**config.mk**
```make
export PLATFORM = sky130hd
export DESIGN_NAME = opcd_top
export DESIGN_NICKNAME = d
export VERILOG_FILES = /design/src/hw/opcd_pkg.sv /design/src/hw/opcd_divider.sv /design/src/hw/opcd_top.sv
export SDC_FILE = /design/constraint.sdc
export NUM_CORES = 1
export LEC_CHECK = 0
export BUFFER_PORTS_ARGS = -buffer_cell sky130_fd_sc_hd__buf_2
export CAP_MARGIN = 20
export CELL_PAD_IN_SITES_DETAIL_PLACEMENT = 0
export CELL_PAD_IN_SITES_GLOBAL_PLACEMENT = 1
export CORE_MARGIN = 3
export CORE_UTILIZATION = 49
export CTS_CLUSTER_DIAMETER = 30
export DETAILED_ROUTE_END_ITERATION = 12
export PLACE_DENSITY = 0.91
export RECOVER_POWER = 100
export SETUP_SLACK_MARGIN = 0.5
export SYNTH_ARGS = -nofsm -noshare
export SYNTH_HDL_FRONTEND = slang
export SYNTH_SLANG_ARGS = --single-unit
```
**constraint.sdc**
```tcl
create_clock -name i_clk -period 2.6 [get_ports i_clk]
set_input_delay 0.26 -clock i_clk [delete_from_list [all_inputs] [get_ports i_clk]]
set_output_delay 0.26 -clock i_clk [all_outputs]
set_load 0.02 [all_outputs]
```
**src/hw/opcd_pkg.sv**
```systemverilog
// Package for the output pair clock divider block.
// Assumes one divider input clock drives the whole block.
package opcd_pkg;

   // Register map, byte offsets on the 10-bit register port
   localparam logic [9:0] OFS_DIV0_LEN   = 10'h190;
   localparam logic [9:0] OFS_DIV0_CTL   = 10'h191;
   localparam logic [9:0] OFS_DIV0_ROUTE = 10'h192;
   localparam logic [9:0] OFS_DIV1_LEN   = 10'h193;
   localparam logic [9:0] OFS_DIV1_CTL   = 10'h194;
   localparam logic [9:0] OFS_DIV1_ROUTE = 10'h195;
   localparam logic [9:0] OFS_STATUS     = 10'h19F;

   // Field positions in the cycle length registers
   localparam int LEN_LOW_MSB  = 7;
   localparam int LEN_LOW_LSB  = 4;
   localparam int LEN_HIGH_MSB = 3;
   localparam int LEN_HIGH_LSB = 0;

   // Field positions in the control registers
   localparam int CTL_BYPASS    = 7;
   localparam int CTL_NOSYNC    = 6;
   localparam int CTL_FORCE     = 5;
   localparam int CTL_START     = 4;
   localparam int CTL_PHASE_MSB = 3;
   localparam int CTL_PHASE_LSB = 0;

   // Field positions in the routing and duty registers
   localparam int ROUTE_DIRECT = 1;
   localparam int ROUTE_DUTY   = 0;

   // Field positions in the status register
   localparam int STAT_LEVEL0 = 0;
   localparam int STAT_LEVEL1 = 1;
   localparam int STAT_WAIT0  = 2;
   localparam int STAT_WAIT1  = 3;

   // Reset values
   localparam logic [7:0] RST_DIV0_LEN   = 8'h00;
   localparam logic [7:0] RST_DIV0_CTL   = 8'h80;
   localparam logic [7:0] RST_DIV0_ROUTE = 8'h00;
   localparam logic [7:0] RST_DIV1_LEN   = 8'h00;
   localparam logic [7:0] RST_DIV1_CTL   = 8'h00;
   localparam logic [7:0] RST_DIV1_ROUTE = 8'h00;

   // Input select codes held outside this block
   localparam logic [1:0] SEL_EXT_CLK = 2'h0;
   localparam logic [1:0] SEL_DIVIDED = 2'h1;
   localparam logic [1:0] SEL_OSC     = 2'h2;

   // Divider input clock
   localparam int CLK_PERIOD_NS = 40;

   // Divider sequencer states
   typedef enum logic [0:0] {
      DIV_RUN  = 1'b0,
      DIV_WAIT = 1'b1
   } opcd_state_t;

endpackage

```
**src/hw/opcd_divider.sv**
```systemverilog
// One channel divider: low/high counting, alignment restart, force, bypass.
// Assumes i_in_level is the sampled level of the selected input clock.
`timescale 1ns/1ns
module opcd_divider (
   input  wire logic       i_clk,
   input  wire logic       i_arst_n,
   input  wire logic [3:0] i_low_len,
   input  wire logic [3:0] i_high_len,
   input  wire logic       i_bypass,
   input  wire logic       i_nosync,
   input  wire logic       i_force_high,
   input  wire logic       i_start_high,
   input  wire logic [3:0] i_phase,
   input  wire logic       i_align,
   input  wire logic       i_in_level,
   output logic            o_level,
   output logic            o_waiting
);
   import opcd_pkg::*;

   opcd_state_t state_reg;          // Run or wait for phase offset
   opcd_state_t state_next;
   logic [3:0]  cnt_reg;            // Cycles left in current phase
   logic [3:0]  cnt_next;
   logic        lvl_reg;            // Divided level
   logic        lvl_next;

   // Obeyed alignment request, gated by the ignore bit
   wire align_take = i_align & ~i_nosync;
   // Static level applies only with the ignore bit set
   wire forced     = i_nosync & i_force_high;
   // Length to load when entering a given level
   wire [3:0] len_for_hi = i_high_len;
   wire [3:0] len_for_lo = i_low_len;

   // Next state selection
   always_comb begin
      state_next = state_reg;
      cnt_next   = cnt_reg;
      lvl_next   = lvl_reg;
      if (i_bypass) begin
         // Counter parked; input passes straight through
         state_next = DIV_WAIT;
         cnt_next   = 4'h0;
         lvl_next   = i_in_level;
      end else if (forced) begin
         // Held static; counter kept idle
         state_next = DIV_RUN;
         cnt_next   = 4'h0;
         lvl_next   = 1'b1;
      end else if (align_take) begin
         // Restart after the phase offset
         state_next = DIV_WAIT;
         cnt_next   = i_phase;
         lvl_next   = i_start_high;
      end else begin
         unique case (state_reg)
            DIV_WAIT: begin
               // Hold start level until the offset runs out
               lvl_next = i_start_high;
               if (cnt_reg == 4'h0) begin
                  state_next = DIV_RUN;
                  cnt_next   = i_start_high ? len_for_hi : len_for_lo;
               end else begin
                  cnt_next = cnt_reg - 4'h1;
               end
            end
            DIV_RUN: begin
               // Period is (low+1)+(high+1) input cycles
               if (cnt_reg == 4'h0) begin
                  lvl_next = ~lvl_reg;
                  cnt_next = lvl_reg ? len_for_lo : len_for_hi;
               end else begin
                  cnt_next = cnt_reg - 4'h1;
               end
            end
         endcase
      end
   end

   // State registers; reset parks in wait so first run starts cleanly
   always_ff @(posedge i_clk or negedge i_arst_n) begin
      if (!i_arst_n) begin
         state_reg <= DIV_WAIT;
         cnt_reg   <= 4'h0;
         lvl_reg   <= 1'b0;
      end else begin
         state_reg <= state_next;
         cnt_reg   <= cnt_next;
         lvl_reg   <= lvl_next;
      end
   end

   assign o_level   = lvl_reg;
   assign o_waiting = (state_reg == DIV_WAIT) & ~i_bypass;

endmodule

```
**src/hw/opcd_top.sv**
```systemverilog
// Two channel dividers with their registers and output pair routing.
// Assumes i_clk is the selected divider input clock, and that the
// oscillator and external clock arrive as levels sampled on i_clk.
//
// Overview of operation
// - Low time is low field plus one.
// - High time is high field plus one.
// - Divider 1 low field encodes identically.
// - Bypass powers down, passes input; divider 0 bypassed.
// - Divider 1 leaves reset actively dividing.
// - Ignore bit clear means obey alignment request.
// - Force level needs ignore bit set.
// - Start level chosen by start bit.
// - Four-bit phase offset per divider, reset zero.
// - Divider 0 drives pair 0 by default.
// - Direct route picks oscillator or external clock.
// - Duty correction on unless disable bit set.
// - Divider 1 phase and start share control register.
// - Divider 1 drives pair 1, same routing.
`timescale 1ns/1ns
module opcd_top #(
   parameter int ADDR_W = 10             // Register port address width
) (
   input  wire logic              i_clk,
   input  wire logic              i_arst_n,
   input  wire logic [ADDR_W-1:0] i_addr,
   input  wire logic [7:0]        i_wdata,
   input  wire logic              i_wr,
   input  wire logic              i_rd,
   input  wire logic [1:0]        i_in_select,
   input  wire logic              i_osc_level,
   input  wire logic              i_ext_level,
   input  wire logic              i_align_req,
   output logic [7:0]             o_rdata,
   output logic                   o_pair0_output_a,
   output logic                   o_pair0_output_b,
   output logic                   o_pair1_output_a,
   output logic                   o_pair1_output_b,
   output logic                   o_duty_fix_on0,
   output logic                   o_duty_fix_on1,
   output logic                   o_div0_powered_down,
   output logic                   o_div1_powered_down
);
   import opcd_pkg::*;

   // Refuse an address port too narrow for the map
   if (ADDR_W < 10) begin : g_addr_check
      $error("opcd_top: ADDR_W must be at least 10");
   end

   // Pick what an output pair carries.
   // Code 01 leaves the pair on its divider; 11 is treated the same,
   // since no routing is defined for it.
   function automatic logic route_pick(input logic       direct,
                                       input logic [1:0] sel,
                                       input logic       osc,
                                       input logic       ext,
                                       input logic       div);
      logic r;
      r = div;
      if (direct && sel == SEL_OSC) begin
         r = osc;
      end else if (direct && sel == SEL_EXT_CLK) begin
         r = ext;
      end
      return r;
   endfunction

   // Software visible registers
   logic [7:0] div0_cycle_lengths_reg;   // Low and high lengths, divider 0
   logic [7:0] div0_control_reg;         // Bypass, ignore, force, start, phase
   logic [7:0] div0_routing_duty_reg;    // Direct route and duty disable
   logic [7:0] div1_cycle_lengths_reg;   // Low and high lengths, divider 1
   logic [7:0] div1_control_reg;         // Same layout as divider 0
   logic [7:0] div1_routing_duty_reg;    // Same layout as divider 0

   // Output flops
   logic [7:0] rdata_reg;                // Read data, one cycle after strobe
   logic [7:0] rdata_next;
   logic       pair0_reg;                // Level driven to pair 0
   logic       pair1_reg;                // Level driven to pair 1
   logic       duty0_reg;                // Duty correction enable, pair 0
   logic       duty1_reg;                // Duty correction enable, pair 1
   logic       pd0_reg;                  // Divider 0 powered down
   logic       pd1_reg;                  // Divider 1 powered down

   // Divider results
   logic div0_level;
   logic div1_level;
   logic div0_wait;
   logic div1_wait;

   // Address decode, low ten bits carry the map
   wire [9:0] addr10    = i_addr[9:0];
   wire       hi_clear  = (ADDR_W == 10) ? 1'b1 : (i_addr >> 10) == '0;
   wire       hit_len0  = hi_clear && addr10 == OFS_DIV0_LEN;
   wire       hit_ctl0  = hi_clear && addr10 == OFS_DIV0_CTL;
   wire       hit_rte0  = hi_clear && addr10 == OFS_DIV0_ROUTE;
   wire       hit_len1  = hi_clear && addr10 == OFS_DIV1_LEN;
   wire       hit_ctl1  = hi_clear && addr10 == OFS_DIV1_CTL;
   wire       hit_rte1  = hi_clear && addr10 == OFS_DIV1_ROUTE;
   wire       hit_stat  = hi_clear && addr10 == OFS_STATUS;

   // Write enables per register
   wire we_len0 = i_wr & hit_len0;
   wire we_ctl0 = i_wr & hit_ctl0;
   wire we_rte0 = i_wr & hit_rte0;
   wire we_len1 = i_wr & hit_len1;
   wire we_ctl1 = i_wr & hit_ctl1;
   wire we_rte1 = i_wr & hit_rte1;

   // Live status of both dividers
   wire [7:0] status_word = {4'h0, div1_wait, div0_wait, div1_level, div0_level};

   // Read mux; unmapped addresses read as zero
   always_comb begin
      rdata_next = 8'h00;
      if (hit_len0) begin
         rdata_next = div0_cycle_lengths_reg;
      end else if (hit_ctl0) begin
         rdata_next = div0_control_reg;
      end else if (hit_rte0) begin
         // Only the two defined bits read back
         rdata_next = {6'h00, div0_routing_duty_reg[1:0]};
      end else if (hit_len1) begin
         rdata_next = div1_cycle_lengths_reg;
      end else if (hit_ctl1) begin
         rdata_next = div1_control_reg;
      end else if (hit_rte1) begin
         rdata_next = {6'h00, div1_routing_duty_reg[1:0]};
      end else if (hit_stat) begin
         rdata_next = status_word;
      end
   end

   // Divider 0 register writes
   always_ff @(posedge i_clk or negedge i_arst_n) begin
      if (!i_arst_n) begin
         div0_cycle_lengths_reg <= RST_DIV0_LEN;
         div0_control_reg       <= RST_DIV0_CTL;
         div0_routing_duty_reg  <= RST_DIV0_ROUTE;
      end else begin
         if (we_len0) begin
            div0_cycle_lengths_reg <= i_wdata;
         end
         if (we_ctl0) begin
            div0_control_reg <= i_wdata;
         end
         if (we_rte0) begin
            div0_routing_duty_reg <= i_wdata;
         end
      end
   end

   // Divider 1 register writes
   always_ff @(posedge i_clk or negedge i_arst_n) begin
      if (!i_arst_n) begin
         div1_cycle_lengths_reg <= RST_DIV1_LEN;
         div1_control_reg       <= RST_DIV1_CTL;
         div1_routing_duty_reg  <= RST_DIV1_ROUTE;
      end else begin
         if (we_len1) begin
            div1_cycle_lengths_reg <= i_wdata;
         end
         if (we_ctl1) begin
            div1_control_reg <= i_wdata;
         end
         if (we_rte1) begin
            div1_routing_duty_reg <= i_wdata;
         end
      end
   end

   // Selected input level seen by a bypassed divider.
   // Select code 01 names a path outside this block; the oscillator
   // stands in for it, as the nearest available source.
   wire in_level = (i_in_select == SEL_EXT_CLK) ? i_ext_level : i_osc_level;

   // Divider 0
   opcd_divider u_div0 (
      .i_clk        (i_clk),
      .i_arst_n     (i_arst_n),
      .i_low_len    (div0_cycle_lengths_reg[LEN_LOW_MSB:LEN_LOW_LSB]),
      .i_high_len   (div0_cycle_lengths_reg[LEN_HIGH_MSB:LEN_HIGH_LSB]),
      .i_bypass     (div0_control_reg[CTL_BYPASS]),
      .i_nosync     (div0_control_reg[CTL_NOSYNC]),
      .i_force_high (div0_control_reg[CTL_FORCE]),
      .i_start_high (div0_control_reg[CTL_START]),
      .i_phase      (div0_control_reg[CTL_PHASE_MSB:CTL_PHASE_LSB]),
      .i_align      (i_align_req),
      .i_in_level   (in_level),
      .o_level      (div0_level),
      .o_waiting    (div0_wait)
   );

   // Divider 1, identical layout
   opcd_divider u_div1 (
      .i_clk        (i_clk),
      .i_arst_n     (i_arst_n),
      .i_low_len    (div1_cycle_lengths_reg[LEN_LOW_MSB:LEN_LOW_LSB]),
      .i_high_len   (div1_cycle_lengths_reg[LEN_HIGH_MSB:LEN_HIGH_LSB]),
      .i_bypass     (div1_control_reg[CTL_BYPASS]),
      .i_nosync     (div1_control_reg[CTL_NOSYNC]),
      .i_force_high (div1_control_reg[CTL_FORCE]),
      .i_start_high (div1_control_reg[CTL_START]),
      .i_phase      (div1_control_reg[CTL_PHASE_MSB:CTL_PHASE_LSB]),
      .i_align      (i_align_req),
      .i_in_level   (in_level),
      .o_level      (div1_level),
      .o_waiting    (div1_wait)
   );

   // Pair levels after optional direct routing
   wire pair0_next = route_pick(div0_routing_duty_reg[ROUTE_DIRECT], i_in_select,
                                i_osc_level, i_ext_level, div0_level);
   wire pair1_next = route_pick(div1_routing_duty_reg[ROUTE_DIRECT], i_in_select,
                                i_osc_level, i_ext_level, div1_level);

   // Duty correction runs while its disable bit is clear
   wire duty0_next = ~div0_routing_duty_reg[ROUTE_DUTY];
   wire duty1_next = ~div1_routing_duty_reg[ROUTE_DUTY];

   // Output flops; one extra cycle of latency keeps every pin glitch free
   always_ff @(posedge i_clk or negedge i_arst_n) begin
      if (!i_arst_n) begin
         rdata_reg <= 8'h00;
         pair0_reg <= 1'b0;
         pair1_reg <= 1'b0;
         duty0_reg <= 1'b1;
         duty1_reg <= 1'b1;
         pd0_reg   <= 1'b1;
         pd1_reg   <= 1'b0;
      end else begin
         // Read data only in the cycle after a read strobe
         rdata_reg <= i_rd ? rdata_next : 8'h00;
         pair0_reg <= pair0_next;
         pair1_reg <= pair1_next;
         duty0_reg <= duty0_next;
         duty1_reg <= duty1_next;
         pd0_reg   <= div0_control_reg[CTL_BYPASS];
         pd1_reg   <= div1_control_reg[CTL_BYPASS];
      end
   end

   // Both members of a pair carry the same clock
   assign o_rdata             = rdata_reg;
   assign o_pair0_output_a    = pair0_reg;
   assign o_pair0_output_b    = pair0_reg;
   assign o_pair1_output_a    = pair1_reg;
   assign o_pair1_output_b    = pair1_reg;
   assign o_duty_fix_on0      = duty0_reg;
   assign o_duty_fix_on1      = duty1_reg;
   assign o_div0_powered_down = pd0_reg;
   assign o_div1_powered_down = pd1_reg;

endmodule

```
==> results of run 1 <==
==> worst paths after layout <==
path,endpoint,slack [ps],cells past startpoint
min reg2reg,o_duty_fix_on1,400,1
max reg2reg,u_div0.cnt_reg[1],550,5
min in group asynchronous,o_pair0_output_a,810,2
min,div1_control_reg[5],200,2
max,div0_control_reg[3],540,5
max in group asynchronous,u_div0.state_reg,670,3
==> Yosys cell counts (4+ instances only) <==
master and number:
dfrtp_1 56, mux2_2 40, nand3_1 15, o21ai_0 15, inv_1 14, nand2_1 14
nor2_1 12, nand4_1 8, nor2b_1 7, a21oi_1 6, a32o_1 6, dfstp_2 6
a221oi_1 5, a22oi_1 5, and2_1 5, clkbuf_1 5, ha_1 4, nand2b_1 4
o31ai_1 4
==> per-stage QoR <==
| step | instances | power (mW) | worst slack [ps] | instance area (µm²) | utilization, % |
|---|---|---|---|---|---|
| 2_1_floorplan | 283 | 1.63 | 891 | 3200 | - |
| 3_3_place_gp | 395 | 1.80 | 593 | 3490 | 56.9 |
| 3_5_place_dp | 395 | 1.81 | 513 | 3490 | 56.9 |
| 4_1_cts | 412 | 2.67 | 546 | 3700 | 60.3 |
| 5_1_grt | 412 | 2.81 | 357 | 3640 | 59.3 |
| 6_report | 412 | 2.66 | 540 | 3640 | 59.3 |
==> final cells by class <==
type	count	area [µm²]
Fill cell	542	2490
Sequential cell	62	1560
Multi-Input combinational cell	199	1510
Timing Repair Buffer	46	220
Clock buffer	11	141
Tap cell	75	93.8
Clock inverter	5	58.8
Inverter	14	52.6
==> cells in the final DEF (no fill, tap or decap), types with 4 or more instances in the layout <==
cell,synthesis,routed
dfrtp_1,56,56
clkbuf_8,0,10
nand2_1,14,16
and2_1,5,5
nor2b_1,7,7
mux2_2,40,40
nor2_1,12,13
a32o_1,6,6
nand3_1,15,16
ha_1,4,4
o21ai_0,15,15
a221oi_1,5,5
nand2b_1,4,4
a21oi_1,6,6
dfstp_2,6,5
o31ai_1,4,4
nand4_1,8,8
clkbuf_1,5,19
a22oi_1,5,5
inv_1,14,14
buf_2,1,24
==> logic make-up after synthesis <==
kind of cell | after synthesis | share of synthesized area, %
and+or+nand+nor | 91 | 17.7
DFF | 62 | 48.7
AOI/OAI and AO/OA | 59 | 13.6
muxes | 41 | 14.4
buffers and inverters | 22 | 2.85
xor gates and xnor gates | 4 | 1.10
adders and majority gates | 4 | 1.56
==> timing repair <==
action,in CTS,in global routing
resized for setup,0,2
setup endpoints to repair,0,3
hold buffers,1,0
hold endpoints to repair,25,0
==> power breakdown <==
group / internal (mW) / leakage, nW / switching, mW / total [mW]
combinational: 0.275 / 0.703 / 0.360 / 0.635
sequential: 1.06 / 0.835 / 0.101 / 1.17
clock: 0.469 / 0.0955 / 0.388 / 0.857
total: 1.81 / 1.63 / 0.849 / 2.66
==> per-layer routing <==
layer,vias up,routed length [µm],GRT usage (%)
met5,-,0,0
met4,0,89,8.64
met3,8,448,5.61
met2,81,3570,33.1
met1,1243,3610,31.0
li1,1168,-,-
==> impl_metrics.tcl, run 1 <==
set metrics [dict create \
    core_um2 6130 \
    synth_nets 314 \
    netlist_top_cells_area "dfrtp_1 44%, mux2_2 14%, dfstp_2 4.9%, nand3_1 2.3%, o21ai_0 2.3%" \
    slew_headroom_pct -0.835 \
    r2r-start "u_div0.cnt_reg[0]" \
    finalCriticalPeriod_ps 2060 \
    grt_antenna_before_repair 0 \
    start_util_pct 52.2 \
    hold_ws_ps 195 \
    critPathMaxFanout 8 \
    ir_drop_v 0.000415 \
    tightest_slew_ps 1510 \
    postCtsSetupBuffers 0 \
    slowest_delay_ps 680 \
    synth_top_area_share_pct 43.8 \
    min_path_type "input port to register" \
    cp_slowest_cell "or4b_1" \
    crit_chain "buf_2 -> or4b_1 -> nor2_1 -> nand3_1 -> mux2_2" \
    end_kind "register" \
    h-tree-depth 3 \
    grt_max_degree 29 \
    netlist_area_um2 3200 \
    gr-usage-all-layers_pct 22.2 \
    drt_iter0_markers 162 \
    nets 363 \
    cts_made_buffers 9 \
    startpoint_type "input port" \
    die_h_um 86.8 \
    vias 2500 \
    min_period_over_period_pct 79.2 \
    netlist_instances 283 \
    synthArstFlopShare_pct 100 \
    grt_pass1_wl_um 12500 \
    netlist.top_cell.by_area "dfrtp_1" \
    leakage_nw 1.63 \
    hold_path_startpoint "i_wdata[5]" \
    grt_overflow_total 0 \
    diodes 0 \
    dieArea_um2 7540 \
    path_class "input port to register" \
    ys_ff_latch 62 \
    portBuffers 42 \
    yosysSeqAreaShare_pct 48.7 \
    fmaxAchievable_ghz 0.485 \
    cts_root_buf "clkbuf_8" \
    ys.flop_type "dfrtp_1" \
    cts.clk_slew.worst_paths_ps 70 \
    cp_num_buf_inv 1 \
    numClockSinks 62 \
    worstPathRequired_ps 2830 \
    pin_count 43 \
    cpLargestDelayFamily "simple AND/OR/NAND/NOR gates" \
    grt_pass1_vias 2454 \
    synth_edf_count 0 \
    cap_violations 1 \
    drt_wl_total_um 7720 \
    crit_start "i_addr[2]" \
    drt-pass1-iter-count 4 \
    clock_skew_ps 8.90 \
    clkLatencyLatePin_ps 350 \
    failed_checks "max-capacitance violations, max-slew violations" \
    area_delta_synth_final_pct 13.7 \
    syn_area_per_cell_um2 11.3 \
    ys_warn_count 0 \
    setup_tns_ps 0 \
    globalplace.congestion 0.899 \
    drive_gt1_share_pct 27.9 \
    ant_nets 0 \
    arrival_ps 2290 \
    synth.distinct_cells 51 \
    wl_per_cell_um 18.7 \
    cts_tree "yes" \
    row_count 28 \
    maxSlewViolCount 29 \
    dp_hpwl_um 5700 \
    fp.dieW_um 86.8 \
    hold_violations 0 \
    drc 0 \
    powerDensity_nw_per_um2 730 \
    via_per_inst 6.07 \
    status "finished with violations" \
    setup_violations 0 \
    rsz0062_at_grt "no" \
    clk_path_buf_depth 2 \
]
Power figures use the tool's default switching activity.
==> run 2, diff against run 1 <==
- ABC_AREA: unset -> 1
- CORE_UTILIZATION: 49 -> 39
- PLACE_DENSITY: 0.91 -> 0.83
- clock period: 2.6 -> 1.7 ns (I/O delays scaled with it)
==> run 2 against run 1 <==
Against the previous run: the run now ends clean; highest routed layer unchanged; critical path depth grew 3; largest cell class unchanged; critical path type is now register to register; clock skew is 3.3 ps higher; design area is 9.3% higher; final cell count rose by 41%.
==> impl_metrics.tcl, run 2 <==
set metrics [dict create \
    status "complete, no violations" \
    tightest_slew_ps 842 \
    die_h_um 99.9 \
    fin_util_pct 47.4 \
    h-tree-depth 3 \
    numClockSinks 62 \
    grt_pass1_wl_um 14300 \
    grt_antenna_before_repair 0 \
    leakage_nw 1.88 \
    powerDensity_nw_per_um2 795 \
    portBuffers 42 \
    cts_root_buf "clkbuf_8" \
    netlist_instances 415 \
    start_util_pct 41.0 \
    drive_gt1_share_pct 24.1 \
    drc 0 \
    cts.clk_slew.worst_paths_ps 70 \
    clock_skew_ps 12.2 \
    clk_path_buf_depth 2 \
    dieArea_um2 9980 \
    netlist.top_cell.by_area "dfrtp_1" \
    synth-xor-area-share_pct 0.509 \
    nets 503 \
    synth.distinct_cells 35 \
    ys_ff_latch 62 \
    globalplace.congestion 0.791 \
    maxSlewViolCount 0 \
    wl_per_cell_um 14.7 \
    synthArstFlopShare_pct 100 \
    setup_tns_ps 0 \
    drt_wl_total_um 8560 \
    critPathMaxFanout 6 \
    ant_nets 0 \
    startpoint_type "register" \
    min_period_over_period_pct 81.3 \
    finalPower_mw 3.16 \
    synth_most_common_cell "nand2_1" \
    drt_iter0_markers 143 \
    min_path_type "input port to register" \
    fillers 844 \
    dp_hpwl_um 6290 \
    arrival_ps 1640 \
    final_cell_mix "67 x nand2_1, 67 x o21ai_0, 53 x dfrtp_1" \
    ys_warn_count 0 \
    rsz0062_at_grt "yes" \
    worstPathRequired_ps 1960 \
    netlist_area_um2 3440 \
    setup_ws_ps 318 \
    end_kind "register" \
    grt_max_degree 63 \
    syn_area_per_cell_um2 8.29 \
    setup_violations 0 \
    synth_edf_count 0 \
    path_class "register to register" \
    synth_fa_ha_area_share_pct 1.46 \
    yosys-top-cells-count "68 x nand2_1, 57 x o21ai_0, 56 x dfrtp_1, 53 x inv_1, 34 x a21oi_1" \
    clkLatencyLatePin_ps 340 \
    finalCriticalPeriod_ps 1380 \
    synth_top_area_share_pct 40.8 \
    cts_tree "yes" \
    yosysSeqAreaShare_pct 45.3 \
    ir_drop_v 0.000317 \
    synth_simple_gate_area_share_pct 17.9 \
    vias 2990 \
    drt-pass1-iter-count 4 \
    synth_compound_area_share_pct 25.4 \
    dp_slack_ps 180 \
    slew_headroom_pct 43.9 \
    core_um2 8380 \
    grt_pass1_vias 2871 \
    grt_overflow_total 0 \
    via_per_inst 5.14 \
    cap_violations 0 \
    dpl-instance-area_um2 3740 \
    fp.dieW_um 99.9 \
    cts_made_buffers 9 \
    synth_nets 446 \
    area_delta_synth_final_pct 15.6 \
    synth_top_family_by_area "compound AO/OA/AOI/OAI gates" \
    gr-usage-all-layers_pct 18.4 \
    fin_area_um2 3970 \
    pin_count 43 \
    row_count 33 \
    diodes 0 \
    fmaxAchievable_ghz 0.724 \
    netlist_top_cells_area "dfrtp_1 41%, o21ai_0 8.3%, o21ai_2 7.9%, nand2_1 7.4%, inv_1 5.8%" \
    yosys-mux-area-fraction_pct 0 \
    ys.flop_type "dfrtp_1" \
    hold_violations 0 \
]
run 2: changes by cell type in the layout (fill, tap and decap cells not counted), moves of 7 or more:
cell	before	now
nor2_1	13	28
nand2_1	16	67
inv_2	0	9
o21ai_0	15	67
nor2b_1	7	0
buf_4	3	10
o21ai_2	0	17
mux2_2	40	0
o21ai_1	0	10
inv_1	14	46
a21oi_1	6	32
run 2: worst max-delay path, stage by stage, from the launching register on:
cell and delay (ps):
dfrtp_1 370, inv_1 70, ha_1 190, nand2_4 70, nor2_4 140, clkbuf_4 160
buf_4 100, o22ai_1 60, a21oi_1 130
run 2: through the flow:
stage               hold slack (ps)  std cells
global placement                205        553
finish                          119        582
floorplan                      -126        415
CTS                             109        577
global route                    139        582
detailed placement              211        553
run 2: path summary, 6_finish.rpt:
path | from | slack (ps) | depth (start not counted) | to
max | u_div1.cnt_reg[1] | 320 | 8 | u_div1.cnt_reg[0]
min | i_in_select[0] | 120 | 3 | o_pair1_output_a
min reg2reg | div0_routing_duty_reg[0] | 420 | 1 | o_duty_fix_on0
max in group asynchronous | i_arst_n | 520 | 3 | div0_control_reg[4]
min in group asynchronous | i_arst_n | 580 | 3 | div1_control_reg[0]
max reg2reg | u_div1.cnt_reg[1] | 320 | 8 | u_div1.cnt_reg[0]
run 2: cell type report:
cell class	count	area, µm²	share of cell area, %
repair buffers	57	322	8.09
well taps	105	131	3.31
inverters	60	238	5.98
multi-input cells	282	1550	39.1
flip-flops and latches	62	1560	39.3
clock buffers	12	145	3.65
clock inverters	4	22.5	0.567
run 2: power by group:
group          total [mW]  leakage, nW  switching (mW)  internal (mW)
sequential           1.58        0.824          0.0508           1.53
clock                1.15       0.0861           0.588          0.562
combinational       0.430        0.968           0.258          0.172
total                3.16         1.88           0.896           2.26
run 2: logic make-up after synthesis:
group,count (synthesis)
XOR/XNOR,2
AO/OA/AOI/OAI,143
AND/OR/NAND/NOR,133
adder cells (fa/ha/maj),4
flip-flops,62
buffers and inverters,71
run 2: what timing repair did:
action,in CTS,in global routing
gates resized for setup,26,23
endpoints found under the setup margin,12,24
setup buffers,7,5
hold endpoints to repair,56,0
hold buffers,1,0
pin swaps,10,12
run 2: layer usage:
metal	vias to the layer above	global-route usage, %	part of all wire (%)
li1	1494	-	-
met1	1409	25.8	49
met3	11	3.13	5.0
met5	-	0	0
met2	76	28.4	45
met4	0	7.04	1.5
==> run 3, diff against run 2 <==
- ABC_AREA: 1 -> 0
- CORE_UTILIZATION: 39 -> 46
- PLACE_DENSITY: 0.83 -> 0.87
- clock period: 1.7 -> 1.31 ns (I/O delays scaled with it)
==> run 3 against run 2 <==
Against the previous run: the run now ends with negative setup slack left; register-to-register slack got worse by 490 ps; final cell count fell by 17%; flip-flop and latch count did not move; clock skew fell by 4.3 ps; critical path depth fell by 2; clock power rose by 66%; total power rose by 110%; via count fell by 3.5%; worst setup slack got worse by 490 ps; sequential share of layout area fell by 5.8 points.
==> impl_metrics.tcl, run 3 (same netlist as run 1, synthesis figures left out) <==
set metrics [dict create \
    status "finished with violations" \
    failed_checks "negative setup slack" \
    critPathMaxFanout 5 \
    finalPower_mw 6.72 \
    cts_root_buf "clkbuf_8" \
    finalCriticalPeriod_ps 1480 \
    area_delta_synth_final_pct 45.4 \
    clk_path_buf_depth 2 \
    cap_violations 0 \
    drt_iter0_markers 214 \
    diodes 0 \
    grt_pass1_vias 2889 \
    via_per_inst 6.00 \
    fillers 456 \
    ant_nets 0 \
    end_kind "register" \
    drt_wl_total_um 9170 \
    fin_util_pct 71.2 \
    grt_pass1_wl_um 14600 \
    final_cell_mix "56 x dfrtp_1, 51 x buf_4, 24 x buf_2" \
    min_period_over_period_pct 113 \
    powerDensity_nw_per_um2 1450 \
    intPower_mw 4.59 \
    rsz0062_at_grt "yes" \
    drive_gt1_share_pct 53.5 \
    r2r_end "u_div1.cnt_reg[1]" \
    hold_path_depth 2 \
    multiInputGateArea_um2 1930 \
    placed_cells 444 \
    tightest_slew_ps 843 \
    cts_made_buffers 9 \
    row_count 29 \
    dieArea_um2 7990 \
    numClockSinks 62 \
    clkPwrFrac_pct 28.4 \
    seq_power_share_pct 33.7 \
    nets 430 \
    h-tree-depth 3 \
    fin_area_um2 4650 \
    drt-pass1-iter-count 5 \
    hold_violations 0 \
    r2r_cells 6 \
    fp.dieW_um 89.4 \
    cts_tree "yes" \
    hold_path_startpoint "i_wdata[6]" \
    final_common_cell "dfrtp_1" \
    start_util_pct 49.0 \
    ir_drop_v 0.00101 \
    maxSlewViolCount 0 \
    p_switching_mw 2.14 \
    drc 0 \
    clock_skew_ps 7.90 \
    gr-usage-all-layers_pct 24.9 \
    grt_overflow_total 0 \
    globalplace.congestion 0.822 \
    dp_hpwl_um 6070 \
    fmaxAchievable_ghz 0.677 \
    worstPathRequired_ps 1550 \
    slew_headroom_pct 43.8 \
    grt_max_degree 63 \
    wl_per_cell_um 19.1 \
    portBuffers 42 \
    core_um2 6530 \
    switching_share_pct 31.8 \
    arrival_ps 1710 \
    cts.clk_slew.worst_paths_ps 70 \
    combPwrFrac_pct 37.9 \
    pin_count 43 \
    dpl-instance-area_um2 3980 \
    setup_violations 40 \
    clkLatencyLatePin_ps 350 \
    die_h_um 89.4 \
    r2r-start "u_div1.cnt_reg[0]" \
    path_class "register to register" \
    startpoint_type "register" \
    min_path_type "input port to register" \
    leakage_nw 2.17 \
    grt_antenna_before_repair 0 \
    finalNonFillerCells 481 \
    vias 2884 \
    hold_end "div0_control_reg[6]" \
    r2r_slack_ps -170 \
    ff_latch_area_um2 1560 \
    setup_ws_ps -167 \
]
-- run 3: changes by cell type in the layout (fill, tap and decap cells not counted), sizes merged, moves of 5 or more --
| cell | delta |
|---|---|
| a32o | +6 |
| mux2 | +40 |
| inv | -44 |
| nor2 | -23 |
| buf | +53 |
| nand4 | +6 |
| a21oi | -28 |
| nor2b | +7 |
| nand2 | -62 |
| a22oi | +5 |
| and2 | +5 |
| o21ai | -79 |
-- run 3: cell type report --
cell class	instances	area share (%)
Timing Repair Buffer	113	17.1
Inverter	14	1.13
Tap cell	77	2.07
Clock buffer	10	2.96
Multi-Input combinational cell	199	41.4
Clock inverter	6	1.83
Sequential cell	62	33.5
-- run 3: critical path: stages (launching register included) --
cell and delay, ps:
dfrtp_1 390, inv_1 110, ha_4 150, nor3b_4 240, buf_6 170, nand3_2 60, a32o_1 230
-- run 3: power by group through the flow --
stage               sequential [mW]  clock, mW  combinational, mW
floorplan                      2.34          0               1.10
global placement               2.30          0               1.90
detailed placement             2.31          0               1.92
CTS                            2.28       1.92               2.34
global route                   2.29       2.02               2.75
finish                         2.27       1.91               2.55
-- run 3: repair_timing --
action	4_1_cts	5_1_grt
endpoints found under the setup margin	74	74
pin swaps	27	14
setup buffers	16	4
hold buffers	1	0
hold endpoints to repair	56	0
gates resized for setup	100	17
-- run 3: worst max-delay path by stage --
stage	start	endpoint	slack [ps]	cells after the start
5_1_grt	u_div0.cnt_reg[1]	u_div0.o_level	-260	7
2_1_floorplan	i_addr[2]	div0_routing_duty_reg[0]	-270	4
4_1_cts	u_div0.cnt_reg[1]	u_div0.o_level	-150	7
3_3_place_gp	i_addr[2]	div0_routing_duty_reg[0]	-390	5
6_report	u_div1.cnt_reg[0]	u_div1.cnt_reg[1]	-170	6
3_5_place_dp	i_addr[2]	div0_routing_duty_reg[1]	-440	5
-- run 3: per-stage QoR --
stage          worst slack (ps)  hold WS (ps)  TNS [ps]
2_1_floorplan              -266          -165     -6210
3_3_place_gp               -386           165    -14690
3_5_place_dp               -440           168    -15520
4_1_cts                    -147          57.8     -1200
5_1_grt                    -258          68.1     -4270
6_report                   -167          70.4     -2170
-- run 3: metal layers --
layer  GRT usage [%]  routed length (µm)  part of all wire (%)
met5               0                   0                     0
met4            9.07                 195                   2.1
met3            5.99                 624                   6.8
met2            39.4                4320                    47
met1            33.3                4030                    44
